### src/i2c_status_pkg.sv
// Constants, state layout and register map of the two-wire status and mode block.
`default_nettype none
package i2c_status_pkg;
  // Bus clock and the half bit period of the generated line clock.
  localparam int CLK_MHZ = 100;
  localparam int HALF_NS = 5000;
  localparam logic [9:0] HALF_CYC = 10'((HALF_NS * CLK_MHZ + 999) / 1000);
  // Register byte offsets on the register bus.
  localparam logic [3:0] OFF_STATUS = 4'h0;
  localparam logic [3:0] OFF_DATA = 4'h4;
  localparam logic [3:0] OFF_CTRL = 4'h8;
  localparam logic [3:0] OFF_ADDR = 4'hc;
  // Field positions of the status and control registers.
  localparam int ST_PEND = 4;
  localparam int ST_BUSY = 5;
  localparam int ST_TRX = 6;
  localparam int ST_MST = 7;
  localparam int CT_EN = 0;
  localparam int CT_FDF = 1;
  localparam int CT_TEN = 2;
  localparam int CT_ACKCLK = 3;
  localparam int CT_ACKBIT = 4;
  // Bit counter positions within one byte, bus responses and the general call address.
  localparam logic [3:0] LAST_BIT = 4'h7;
  localparam logic [3:0] ACK_SLOT = 4'h8;
  localparam logic [1:0] RESP_OKAY = 2'h0;
  localparam logic [1:0] RESP_SLVERR = 2'h2;
  localparam logic [7:0] GCALL_ADDR = 8'h00;

  typedef enum logic [2:0] {M_IDLE, M_START, M_LOW, M_HIGH, M_STOP1, M_STOP2} mstate_t;

  typedef struct packed {
    logic scl_s1, scl_s2, sda_s1, sda_s2, scl_d, sda_d;
    logic last_received_bit, gcall, amatch, arb, pending, busy, transfer_direction, master_select;
    logic en, fdf, ten, ackclk, ackbit;
    logic [7:0] own;
    logic [7:0] shift;
    logic [3:0] bitcnt;
    logic framed, addr_phase;
    mstate_t mstate;
    logic [9:0] cnt;
    logic scl_oe_n, sda_oe_n, irq;
    logic awready, wready, aw_got, w_got, wstrb0;
    logic [3:0] awaddr;
    logic [7:0] wdata;
    logic bvalid;
    logic [1:0] bresp;
    logic arready, rvalid;
    logic [7:0] rdata;
    logic [1:0] rresp;
  } state_t;

  // Value of the whole state after reset; lines idle high, request bit high.
  localparam state_t STATE_RESET = '{scl_s1: 1'b1, scl_s2: 1'b1, sda_s1: 1'b1,
    sda_s2: 1'b1, scl_d: 1'b1, sda_d: 1'b1, last_received_bit: 1'b0, gcall: 1'b0, amatch: 1'b0,
    arb: 1'b0, pending: 1'b1, busy: 1'b0, transfer_direction: 1'b0, master_select: 1'b0, en: 1'b0, fdf: 1'b0,
    ten: 1'b0, ackclk: 1'b0, ackbit: 1'b0, own: 8'h00, shift: 8'h00, bitcnt: 4'h0,
    framed: 1'b0, addr_phase: 1'b0, mstate: M_IDLE, cnt: 10'h000, scl_oe_n: 1'b1,
    sda_oe_n: 1'b1, irq: 1'b0, awready: 1'b1, wready: 1'b1, aw_got: 1'b0,
    w_got: 1'b0, wstrb0: 1'b0, awaddr: 4'h0, wdata: 8'h00, bvalid: 1'b0,
    bresp: 2'h0, arready: 1'b1, rvalid: 1'b0, rdata: 8'h00, rresp: 2'h0};
endpackage
`default_nettype wire

### src/i2c_status_mode.sv
// Status and mode flags of a multi-master two-wire interface behind an AXI4-Lite slave.
//
// Notes on behaviour
// - With acknowledge clock on, ack sampled into last bit flag: 0 ack, 1 none.
// - Without acknowledge clock, last bit flag takes the final received data bit.
// - A data register write clears last bit flag and address match flag.
// - As slave, an all-zero address byte sets the general call flag.
// - A START or STOP on the bus clears the general call flag.
// - Seven-bit mode: match on upper seven address bits, or general call.
// - Ten-bit mode: match needs all eight bits including read/write compare bit.
// - Lost arbitration sets its flag, clears direction, master drops after byte.
// - Losing during address byte leaves us receiving to catch our own address.
// - Request bit falls at end of each master or addressed slave byte; interrupt pulses on that fall.
// - While request bit is low the clock line is held low by a master in its low phase or by an addressed slave.
// - Request bit sets on data write, while disabled, and at reset.
// - Request bit clears after sent or received bytes and addressed slave bytes.
// - Busy flag low means START allowed; high blocks START generation.
// - Software writes busy only in master transmit; else START sets, STOP clears.
// - Busy flag is held low while the interface is disabled.
// - Direction low receives; high drives bits onto the data line.
// - Addressed slave takes direction from the address read/write bit unless the fdf bit is set.
// - Direction clears on lost arbitration, STOP, blocked START, slave START, slave NACK.
// - Master generates START, STOP and clocks; slave follows the bus.
// - Master bit clears after a lost byte, on STOP, on blocked START, at reset.
// - A START by another master blocks our START, count reset and clocks.
// - Low status nibble is read only; high nibble is read and write.
`default_nettype none
module i2c_status_mode
  import i2c_status_pkg::*;
(
  input wire logic CLK,
  input wire logic RST,
  input wire logic [3:0] AWADDR,
  input wire logic AWVALID,
  output logic AWREADY,
  input wire logic [31:0] WDATA,
  input wire logic [3:0] WSTRB,
  input wire logic WVALID,
  output logic WREADY,
  output logic [1:0] BRESP,
  output logic BVALID,
  input wire logic BREADY,
  input wire logic [3:0] ARADDR,
  input wire logic ARVALID,
  output logic ARREADY,
  output logic [31:0] RDATA,
  output logic [1:0] RRESP,
  output logic RVALID,
  input wire logic RREADY,
  input wire logic SCL_IN,
  output logic SCL_OUT,
  output logic SCL_OE_N,
  input wire logic SDA_IN,
  output logic SDA_OUT,
  output logic SDA_OE_N,
  output logic IRQ
);
  state_t s;
  state_t n;
  logic scl_rise, scl_fall, start_det, stop_det, tick;
  logic gc_hit, m7, m10, wr_go, wr_data, wr_status, addressed, done, ack_lo;

  // Line events come only from the second synchroniser stage and its delayed copy.
  assign scl_rise = s.scl_s2 & ~s.scl_d;
  assign scl_fall = ~s.scl_s2 & s.scl_d;
  assign start_det = s.scl_s2 & s.scl_d & s.sda_d & ~s.sda_s2;
  assign stop_det = s.scl_s2 & s.scl_d & ~s.sda_d & s.sda_s2;
  assign tick = (s.cnt == HALF_CYC - 10'h001);

  // Address compare on the byte now in the shift register.
  assign gc_hit = (s.shift == GCALL_ADDR);
  assign m7 = (s.shift[7:1] == s.own[7:1]);
  assign m10 = (s.shift == s.own);
  assign addressed = s.fdf | s.amatch | s.gcall;

  // Register writes fire once both address and data have been taken.
  assign wr_go = s.aw_got & s.w_got & ~s.bvalid;
  assign wr_data = wr_go & (s.awaddr == OFF_DATA) & s.wstrb0 & s.en;
  assign wr_status = wr_go & (s.awaddr == OFF_STATUS) & s.wstrb0;

  // Next-state logic; CPU writes come first so that line events override them.
  always_comb begin
    n = s;
    done = 1'b0;
    ack_lo = 1'b0;
    n.scl_s1 = SCL_IN;
    n.scl_s2 = s.scl_s1;
    n.sda_s1 = SDA_IN;
    n.sda_s2 = s.sda_s1;
    n.scl_d = s.scl_s2;
    n.sda_d = s.sda_s2;
    n.cnt = (s.mstate == M_IDLE) ? 10'h000 : s.cnt + 10'h001;
    if (AWVALID && s.awready) begin
      n.aw_got = 1'b1;
      n.awaddr = AWADDR;
    end
    if (WVALID && s.wready) begin
      n.w_got = 1'b1;
      n.wdata = WDATA[7:0];
      n.wstrb0 = WSTRB[0];
    end
    if (wr_go) begin
      n.aw_got = 1'b0;
      n.w_got = 1'b0;
      n.bvalid = 1'b1;
      n.bresp = (s.awaddr[1:0] == 2'h0) ? RESP_OKAY : RESP_SLVERR;
    end else if (s.bvalid && BREADY) begin
      n.bvalid = 1'b0;
    end
    // A data write reloads the byte and releases the held clock.
    if (wr_data) begin
      n.shift = s.wdata;
      n.last_received_bit = 1'b0;
      n.amatch = 1'b0;
      n.pending = 1'b1;
      if (s.framed && s.bitcnt == 4'h0 && !s.scl_s2) begin
        n.sda_oe_n = ~(s.transfer_direction & ~s.wdata[7]);
      end
    end
    // Only the upper nibble of the status register takes writes.
    if (wr_status) begin
      n.pending = s.wdata[ST_PEND];
      if (s.wdata[ST_MST] && s.wdata[ST_TRX]) begin
        if (s.wdata[ST_BUSY] && s.mstate == M_IDLE) begin
          if (s.busy) begin
            n.master_select = 1'b0;
            n.transfer_direction = 1'b0;
          end else begin
            n.master_select = 1'b1;
            n.transfer_direction = 1'b1;
            n.busy = 1'b1;
            n.arb = 1'b0;
            n.sda_oe_n = 1'b0;
            n.mstate = M_START;
            n.cnt = 10'h000;
          end
        end else if (!s.wdata[ST_BUSY] && s.master_select && s.mstate == M_LOW) begin
          n.busy = 1'b0;
          n.sda_oe_n = 1'b0;
          n.mstate = M_STOP1;
          n.cnt = 10'h000;
        end
      end else begin
        n.master_select = s.wdata[ST_MST];
        n.transfer_direction = s.wdata[ST_TRX];
      end
    end
    if (wr_go && s.awaddr == OFF_CTRL && s.wstrb0) begin
      n.en = s.wdata[CT_EN];
      n.fdf = s.wdata[CT_FDF];
      n.ten = s.wdata[CT_TEN];
      n.ackclk = s.wdata[CT_ACKCLK];
      n.ackbit = s.wdata[CT_ACKBIT];
    end
    if (wr_go && s.awaddr == OFF_ADDR && s.wstrb0) begin
      n.own = s.wdata;
    end
    n.awready = ~n.aw_got & ~n.bvalid;
    n.wready = ~n.w_got & ~n.bvalid;
    // Read channel: one read in flight, unmapped offsets answer with an error.
    if (ARVALID && s.arready) begin
      n.rvalid = 1'b1;
      n.rresp = (ARADDR[1:0] == 2'h0) ? RESP_OKAY : RESP_SLVERR;
      case (ARADDR)
        OFF_STATUS: n.rdata = {s.master_select, s.transfer_direction, s.busy, s.pending, s.arb, s.amatch, s.gcall, s.last_received_bit};
        OFF_DATA: n.rdata = s.shift;
        OFF_CTRL: n.rdata = {3'h0, s.ackbit, s.ackclk, s.ten, s.fdf, s.en};
        OFF_ADDR: n.rdata = s.own;
        default: n.rdata = 8'h00;
      endcase
    end else if (s.rvalid && RREADY) begin
      n.rvalid = 1'b0;
    end
    n.arready = ~n.rvalid;
    // Sample the data line on each rising clock edge.
    if (scl_rise) begin
      if (s.bitcnt < ACK_SLOT) begin
        n.shift = {s.shift[6:0], s.sda_s2};
        if (s.master_select && s.transfer_direction && s.sda_oe_n && !s.sda_s2) begin
          n.arb = 1'b1;
          n.transfer_direction = 1'b0;
        end
      end else begin
        if (s.ackclk) begin
          n.last_received_bit = s.sda_s2;
        end
        if (!s.master_select && s.sda_s2) begin
          n.transfer_direction = 1'b0;
        end
      end
    end
    // Count bits on falling edges; the first fall after START only places bit 0.
    if (scl_fall) begin
      if (!s.framed) begin
        n.framed = 1'b1;
      end else if (s.bitcnt == LAST_BIT) begin
        if (s.addr_phase && (!s.master_select || s.arb)) begin
          if (gc_hit) begin
            n.gcall = 1'b1;
          end
          if (s.ten ? m10 : (m7 | gc_hit)) begin
            n.amatch = 1'b1;
            if (!s.fdf) begin
              n.transfer_direction = s.shift[0];
            end
          end
        end
        if (s.ackclk) begin
          n.bitcnt = ACK_SLOT;
        end else begin
          n.bitcnt = 4'h0;
          done = 1'b1;
          n.last_received_bit = s.shift[0];
        end
      end else if (s.bitcnt == ACK_SLOT) begin
        n.bitcnt = 4'h0;
        done = 1'b1;
      end else begin
        n.bitcnt = s.bitcnt + 4'h1;
      end
      // Place the next bit, or the acknowledge, while the clock is low.
      if (s.addr_phase && !s.master_select) begin
        ack_lo = n.amatch | n.gcall;
      end else begin
        ack_lo = ~n.transfer_direction & ~s.ackbit & (s.master_select | n.amatch | n.gcall | s.fdf);
      end
      if (n.bitcnt == ACK_SLOT) begin
        n.sda_oe_n = ~ack_lo;
      end else begin
        n.sda_oe_n = ~(n.transfer_direction & ~n.shift[7] & (s.master_select | n.amatch | n.gcall | s.fdf));
      end
    end
    if (done) begin
      n.addr_phase = 1'b0;
      if (s.master_select || n.amatch || n.gcall || s.fdf) begin
        n.pending = 1'b0;
      end
      if (s.arb) begin
        n.master_select = 1'b0;
      end
    end
    if (start_det) begin
      n.bitcnt = 4'h0;
      n.framed = 1'b0;
      n.addr_phase = 1'b1;
      n.gcall = 1'b0;
      if (!(s.master_select && s.transfer_direction)) begin
        n.busy = 1'b1;
      end
      if (!s.master_select) begin
        n.transfer_direction = 1'b0;
      end
    end
    if (stop_det) begin
      n.gcall = 1'b0;
      n.transfer_direction = 1'b0;
      n.master_select = 1'b0;
      n.framed = 1'b0;
      n.addr_phase = 1'b0;
      if (!(s.master_select && s.transfer_direction)) begin
        n.busy = 1'b0;
      end
    end
    // Master clock engine; a clock held low by a slave stretches the high phase.
    case (s.mstate)
      M_IDLE: begin
        n.cnt = 10'h000;
      end
      M_START: begin
        if (tick) begin
          n.scl_oe_n = 1'b0;
          n.mstate = M_LOW;
          n.cnt = 10'h000;
        end
      end
      M_LOW: begin
        if (!n.master_select) begin
          n.scl_oe_n = 1'b1;
          n.mstate = M_IDLE;
        end else if (!s.pending) begin
          n.cnt = 10'h000;
        end else if (tick) begin
          n.scl_oe_n = 1'b1;
          n.mstate = M_HIGH;
          n.cnt = 10'h000;
        end
      end
      M_HIGH: begin
        if (!n.master_select) begin
          n.mstate = M_IDLE;
        end else if (!s.scl_s2) begin
          n.cnt = 10'h000;
        end else if (tick) begin
          n.scl_oe_n = 1'b0;
          n.mstate = M_LOW;
          n.cnt = 10'h000;
        end
      end
      M_STOP1: begin
        if (tick) begin
          n.scl_oe_n = 1'b1;
          n.mstate = M_STOP2;
          n.cnt = 10'h000;
        end
      end
      M_STOP2: begin
        if (tick) begin
          n.sda_oe_n = 1'b1;
          n.mstate = M_IDLE;
        end
      end
      default: begin
        n.mstate = M_IDLE;
      end
    endcase
    // An addressed slave stretches the clock until software services the byte.
    if (n.mstate == M_IDLE) begin
      n.scl_oe_n = ~(~n.pending & ~n.master_select & n.framed & (n.amatch | n.gcall | s.fdf));
    end
    // Disabled interface lets go of both lines and parks the flags.
    if (!n.en) begin
      n.pending = 1'b1;
      n.busy = 1'b0;
      n.arb = 1'b0;
      n.scl_oe_n = 1'b1;
      n.sda_oe_n = 1'b1;
      n.mstate = M_IDLE;
    end
    n.irq = s.pending & ~n.pending;
  end

  // The whole state is one register.
  always_ff @(posedge CLK or posedge RST) begin
    if (RST) begin
      s <= STATE_RESET;
    end else begin
      s <= n;
    end
  end

  // Open-drain lines only ever pull low; the level comes from the enables.
  assign SCL_OUT = 1'b0;
  assign SDA_OUT = 1'b0;
  assign SCL_OE_N = s.scl_oe_n;
  assign SDA_OE_N = s.sda_oe_n;
  assign IRQ = s.irq;
  assign AWREADY = s.awready;
  assign WREADY = s.wready;
  assign BVALID = s.bvalid;
  assign BRESP = s.bresp;
  assign ARREADY = s.arready;
  assign RVALID = s.rvalid;
  assign RDATA = {24'h000000, s.rdata};
  assign RRESP = s.rresp;
endmodule
`default_nettype wire

### config.mk
export PLATFORM = sky130hd
export DESIGN_NAME = i2c_status_mode
export DESIGN_NICKNAME = d
export VERILOG_FILES = /design/src/i2c_status_pkg.sv /design/src/i2c_status_mode.sv
export SDC_FILE = /design/constraint.sdc
export NUM_CORES = 1
export LEC_CHECK = 0
export ABC_AREA = 1
export BUFFER_PORTS_ARGS = -buffer_cell sky130_fd_sc_hd__buf_4
export CAP_MARGIN = 40
export CORE_UTILIZATION = 56
export DETAILED_ROUTE_END_ITERATION = 16
export PLACE_DENSITY = 0.81
export SYNTH_ARGS = -nofsm -noshare
export SYNTH_HDL_FRONTEND = slang
export SYNTH_SLANG_ARGS = --single-unit
### constraint.sdc
create_clock -name CLK -period 3.3 [get_ports CLK]
set_clock_uncertainty 0.15 [all_clocks]
set_input_delay 0.33 -clock CLK [delete_from_list [all_inputs] [get_ports CLK]]
set_output_delay 0.33 -clock CLK [all_outputs]
set_load 0.02 [all_outputs]
==> impl_metrics.ini <==
[critical_path]
worstSetupPathType = reg2reg
path_cells = nor2_4, nand2_4, inv_1, nand2_1, nor2_1, nor2_1, a311oi_1, a31oi_1, nand3_1
r2r-start = BVALID
reg2regPathDepth = 9
crit_buf_inv = 1
worst_path_max_delay_cell = dfrtp_1
slowest_delay_ns = 0.44
critPathArrivalTime_ns = 2.46
path_max_fanout = 20
endpoint_kind = register
ff2ff_setup_slack_ns = 1.0
cp_top_family = simple AND/OR/NAND/NOR gates
required_ns = 3.46
critical_path_depth = 9
cpMostUsedCell = nor2_1
cp-start-kind = register
r2r-end = SDA_OE_N

[route]
antenna_left = 0
wirelength_um = 11500
drt-initial-drc-count = 400
wl_per_cell_um = 14.4
drc_errors = 0
drt_pass1_iterations = 5
drt-vias-per-instance = 5.36
vias = 4265

[logic_synthesis]
synthFlopType = dfrtp_1
yosysSeqAreaShare = 0.437
ys_async_sr_fraction = 1.00
synth_area_leaders = dfrtp_1, nand2_1, dfstp_2
avgSynthCellArea_um2 = 7.88
synth_seq_cells = 87
synthCells = 637
yosysWarningCount = 0
syn_area_mm2 = 0.00502
ys_types = 47
yosys.area.top_type = dfrtp_1
synth-edff-count = 0
synth_top_area_frac = 0.374

[clock_tree]
clock-sinks = 87
cts.clk_slew.worst_paths_ns = 0.10
cts_tree = built
cts-htree-levels = 3
clkLatencyLatePin_ns = 0.36
cts_resized = 0
post_cts_buffers = 0
clk_root_buffer_cell = clkbuf_8
numCtsBuffers = 9
clockBufferDepth = 2

[final_layout]
syn_to_final_growth_pct = 10.1
layout.cells.non_filler = 795
final_cell_mix = nand2_1, dfrtp_1, inv_1
final_area_mm2 = 0.00553
diodes = 0
layout.nets = 738
layout_commonest_cell = nand2_1
drive_gt1_frac = 0.192

[hold_path]
hold_path_class = in2reg
hold_path_depth = 3
hp-start = WDATA[2]
whs_endpoint = s[17]

[placement]
dpl.cell_count = 775
gp_congestion = 0.970
io_buffer_count = 43
place_area_mm2 = 0.00530
hpwlAfterDp_um = 8460

[die]
die_w_um = 96.7
die_h_um = 96.7
dieArea_mm2 = 0.00934
io_pins = 99
initial_core_util = 0.578
row_count = 34
core_area_mm2 = 0.00868

[sta]
fmax_mhz = 434
worstMarginPinSlew_ns = 0.892
finalHoldViolCount = 0
rsz0062_at_grt = no
slew_viol_final = 0
relSlewSlack = 0.401
fin_crit_ns = 2.30
tns_ns = 0
period_share = 0.698
finalSetupViolCount = 0

[global_route]
overflow = 0
gr-usage-all-layers = 0.260
antenna_found_initial = 0
grt_pass1_wl_um = 19700
grt_max_degree = 35
grt_pass1_vias = 4126

[power_and_ir_drop]
ir_drop_uv = 414
p_per_area_mw_per_mm2 = 621
p_leak_uw = 0.00275

[run]
maxCapViolCount = 0

[outcome]
outcome = completed
registers in the layout (all words and copies together), names as in the netlist:
register,flops
IRQ,1
s,65
RDATA,8
RRESP,1
SCL_OE_N,1
RVALID,1
BVALID,1
n,4
AWREADY,1
BRESP,1
WREADY,1
SDA_OE_N,1
ARREADY,1
cell usage after synthesis, types with 2 or more instances:
| library cell | instances |
|---|---|
| a211oi_1 | 2 |
| or2_2 | 2 |
| nor3_1 | 10 |
| nor2_4 | 5 |
| dfstp_2 | 12 |
| clkbuf_1 | 5 |
| a21oi_1 | 21 |
| o22ai_1 | 3 |
| o21ai_1 | 3 |
| nand2_4 | 5 |
| nand3_2 | 6 |
| nor2_1 | 46 |
| nand2_2 | 6 |
| nor2_8 | 2 |
| ha_1 | 3 |
| o211ai_1 | 3 |
| nand2_1 | 173 |
| dfrtp_1 | 75 |
| inv_1 | 65 |
| nand4_1 | 13 |
| clkinv_1 | 2 |
| a21o_1 | 2 |
| nand3_4 | 3 |
| a31oi_1 | 2 |
| o21ai_0 | 44 |
| nor2_2 | 14 |
| xnor2_1 | 8 |
| nand3_1 | 36 |
| xor2_1 | 5 |
| buf_4 | 38 |
| inv_2 | 7 |
cells by family after synthesis:
family / synth area share
compound gates: 0.103
other cells: 0.000747
simple gates: 0.309
mux: 0.00199
flops: 0.437
xor+xnor: 0.0227
buf+inv: 0.118
fa+ha+maj: 0.00748
cell type report:
type | count | area, um2
Clock buffer | 9 | 124
Clock inverter | 7 | 63.8
Fill cell | 755 | 3150
Inverter | 75 | 285
Multi-Input combinational cell | 458 | 2330
Sequential cell | 87 | 2190
Tap cell | 108 | 135
Timing Repair Buffer | 51 | 393
worst reg2reg max path: cells and delay by family, from the launching register on:
family / cells / cell delay, ns
AND/OR/NAND/NOR: 6 / 1.16
flip-flops: 1 / 0.44
AO/OA/AOI/OAI: 2 / 0.41
buffers and inverters: 1 / 0.09
report_power, final:
| part | internal [uW] | switching (uW) | total (uW) |
|---|---|---|---|
| combinational | 386 | 703 | 1090 |
| clock | 290 | 434 | 723 |
| sequential | 1330 | 288 | 1620 |
worst max path at each step:
stage,startpoint,to
2_1_floorplan,RST,BRESP[1]
3_3_place_gp,s[29],SCL_OE_N
3_5_place_dp,n[84],s[39]
4_1_cts,BVALID,SDA_OE_N
5_1_grt,BVALID,SDA_OE_N
6_report,BVALID,SDA_OE_N
metrics by stage:
step           power (uW)  hold WS (ns)  setup slack, ns  utilization
4_1_cts              3430        0.0138             1.01        0.637
5_1_grt              3660        0.0253            0.739        0.637
2_1_floorplan        2390         0.184            0.590            -
3_5_place_dp         2700         0.197             1.04        0.611
6_report             3430        0.0195            0.997        0.637
3_3_place_gp         2650         0.196             1.08        0.611
routing by layer:
metal | track usage | share of wire | vias to the layer above
met4 | 0.0896 | 0.019 | 0
met3 | 0.0607 | 0.075 | 19
met1 | 0.356 | 0.45 | 1973
met5 | 0 | 0 | -
li1 | - | - | 2085
met2 | 0.406 | 0.46 | 188
timing repair:
item                                   CTS  global route
endpoints found under the hold margin   33             0
hold buffers                             4             0
setup endpoints to repair                0             0
Note: power is estimated with default switching activity, not from simulation.
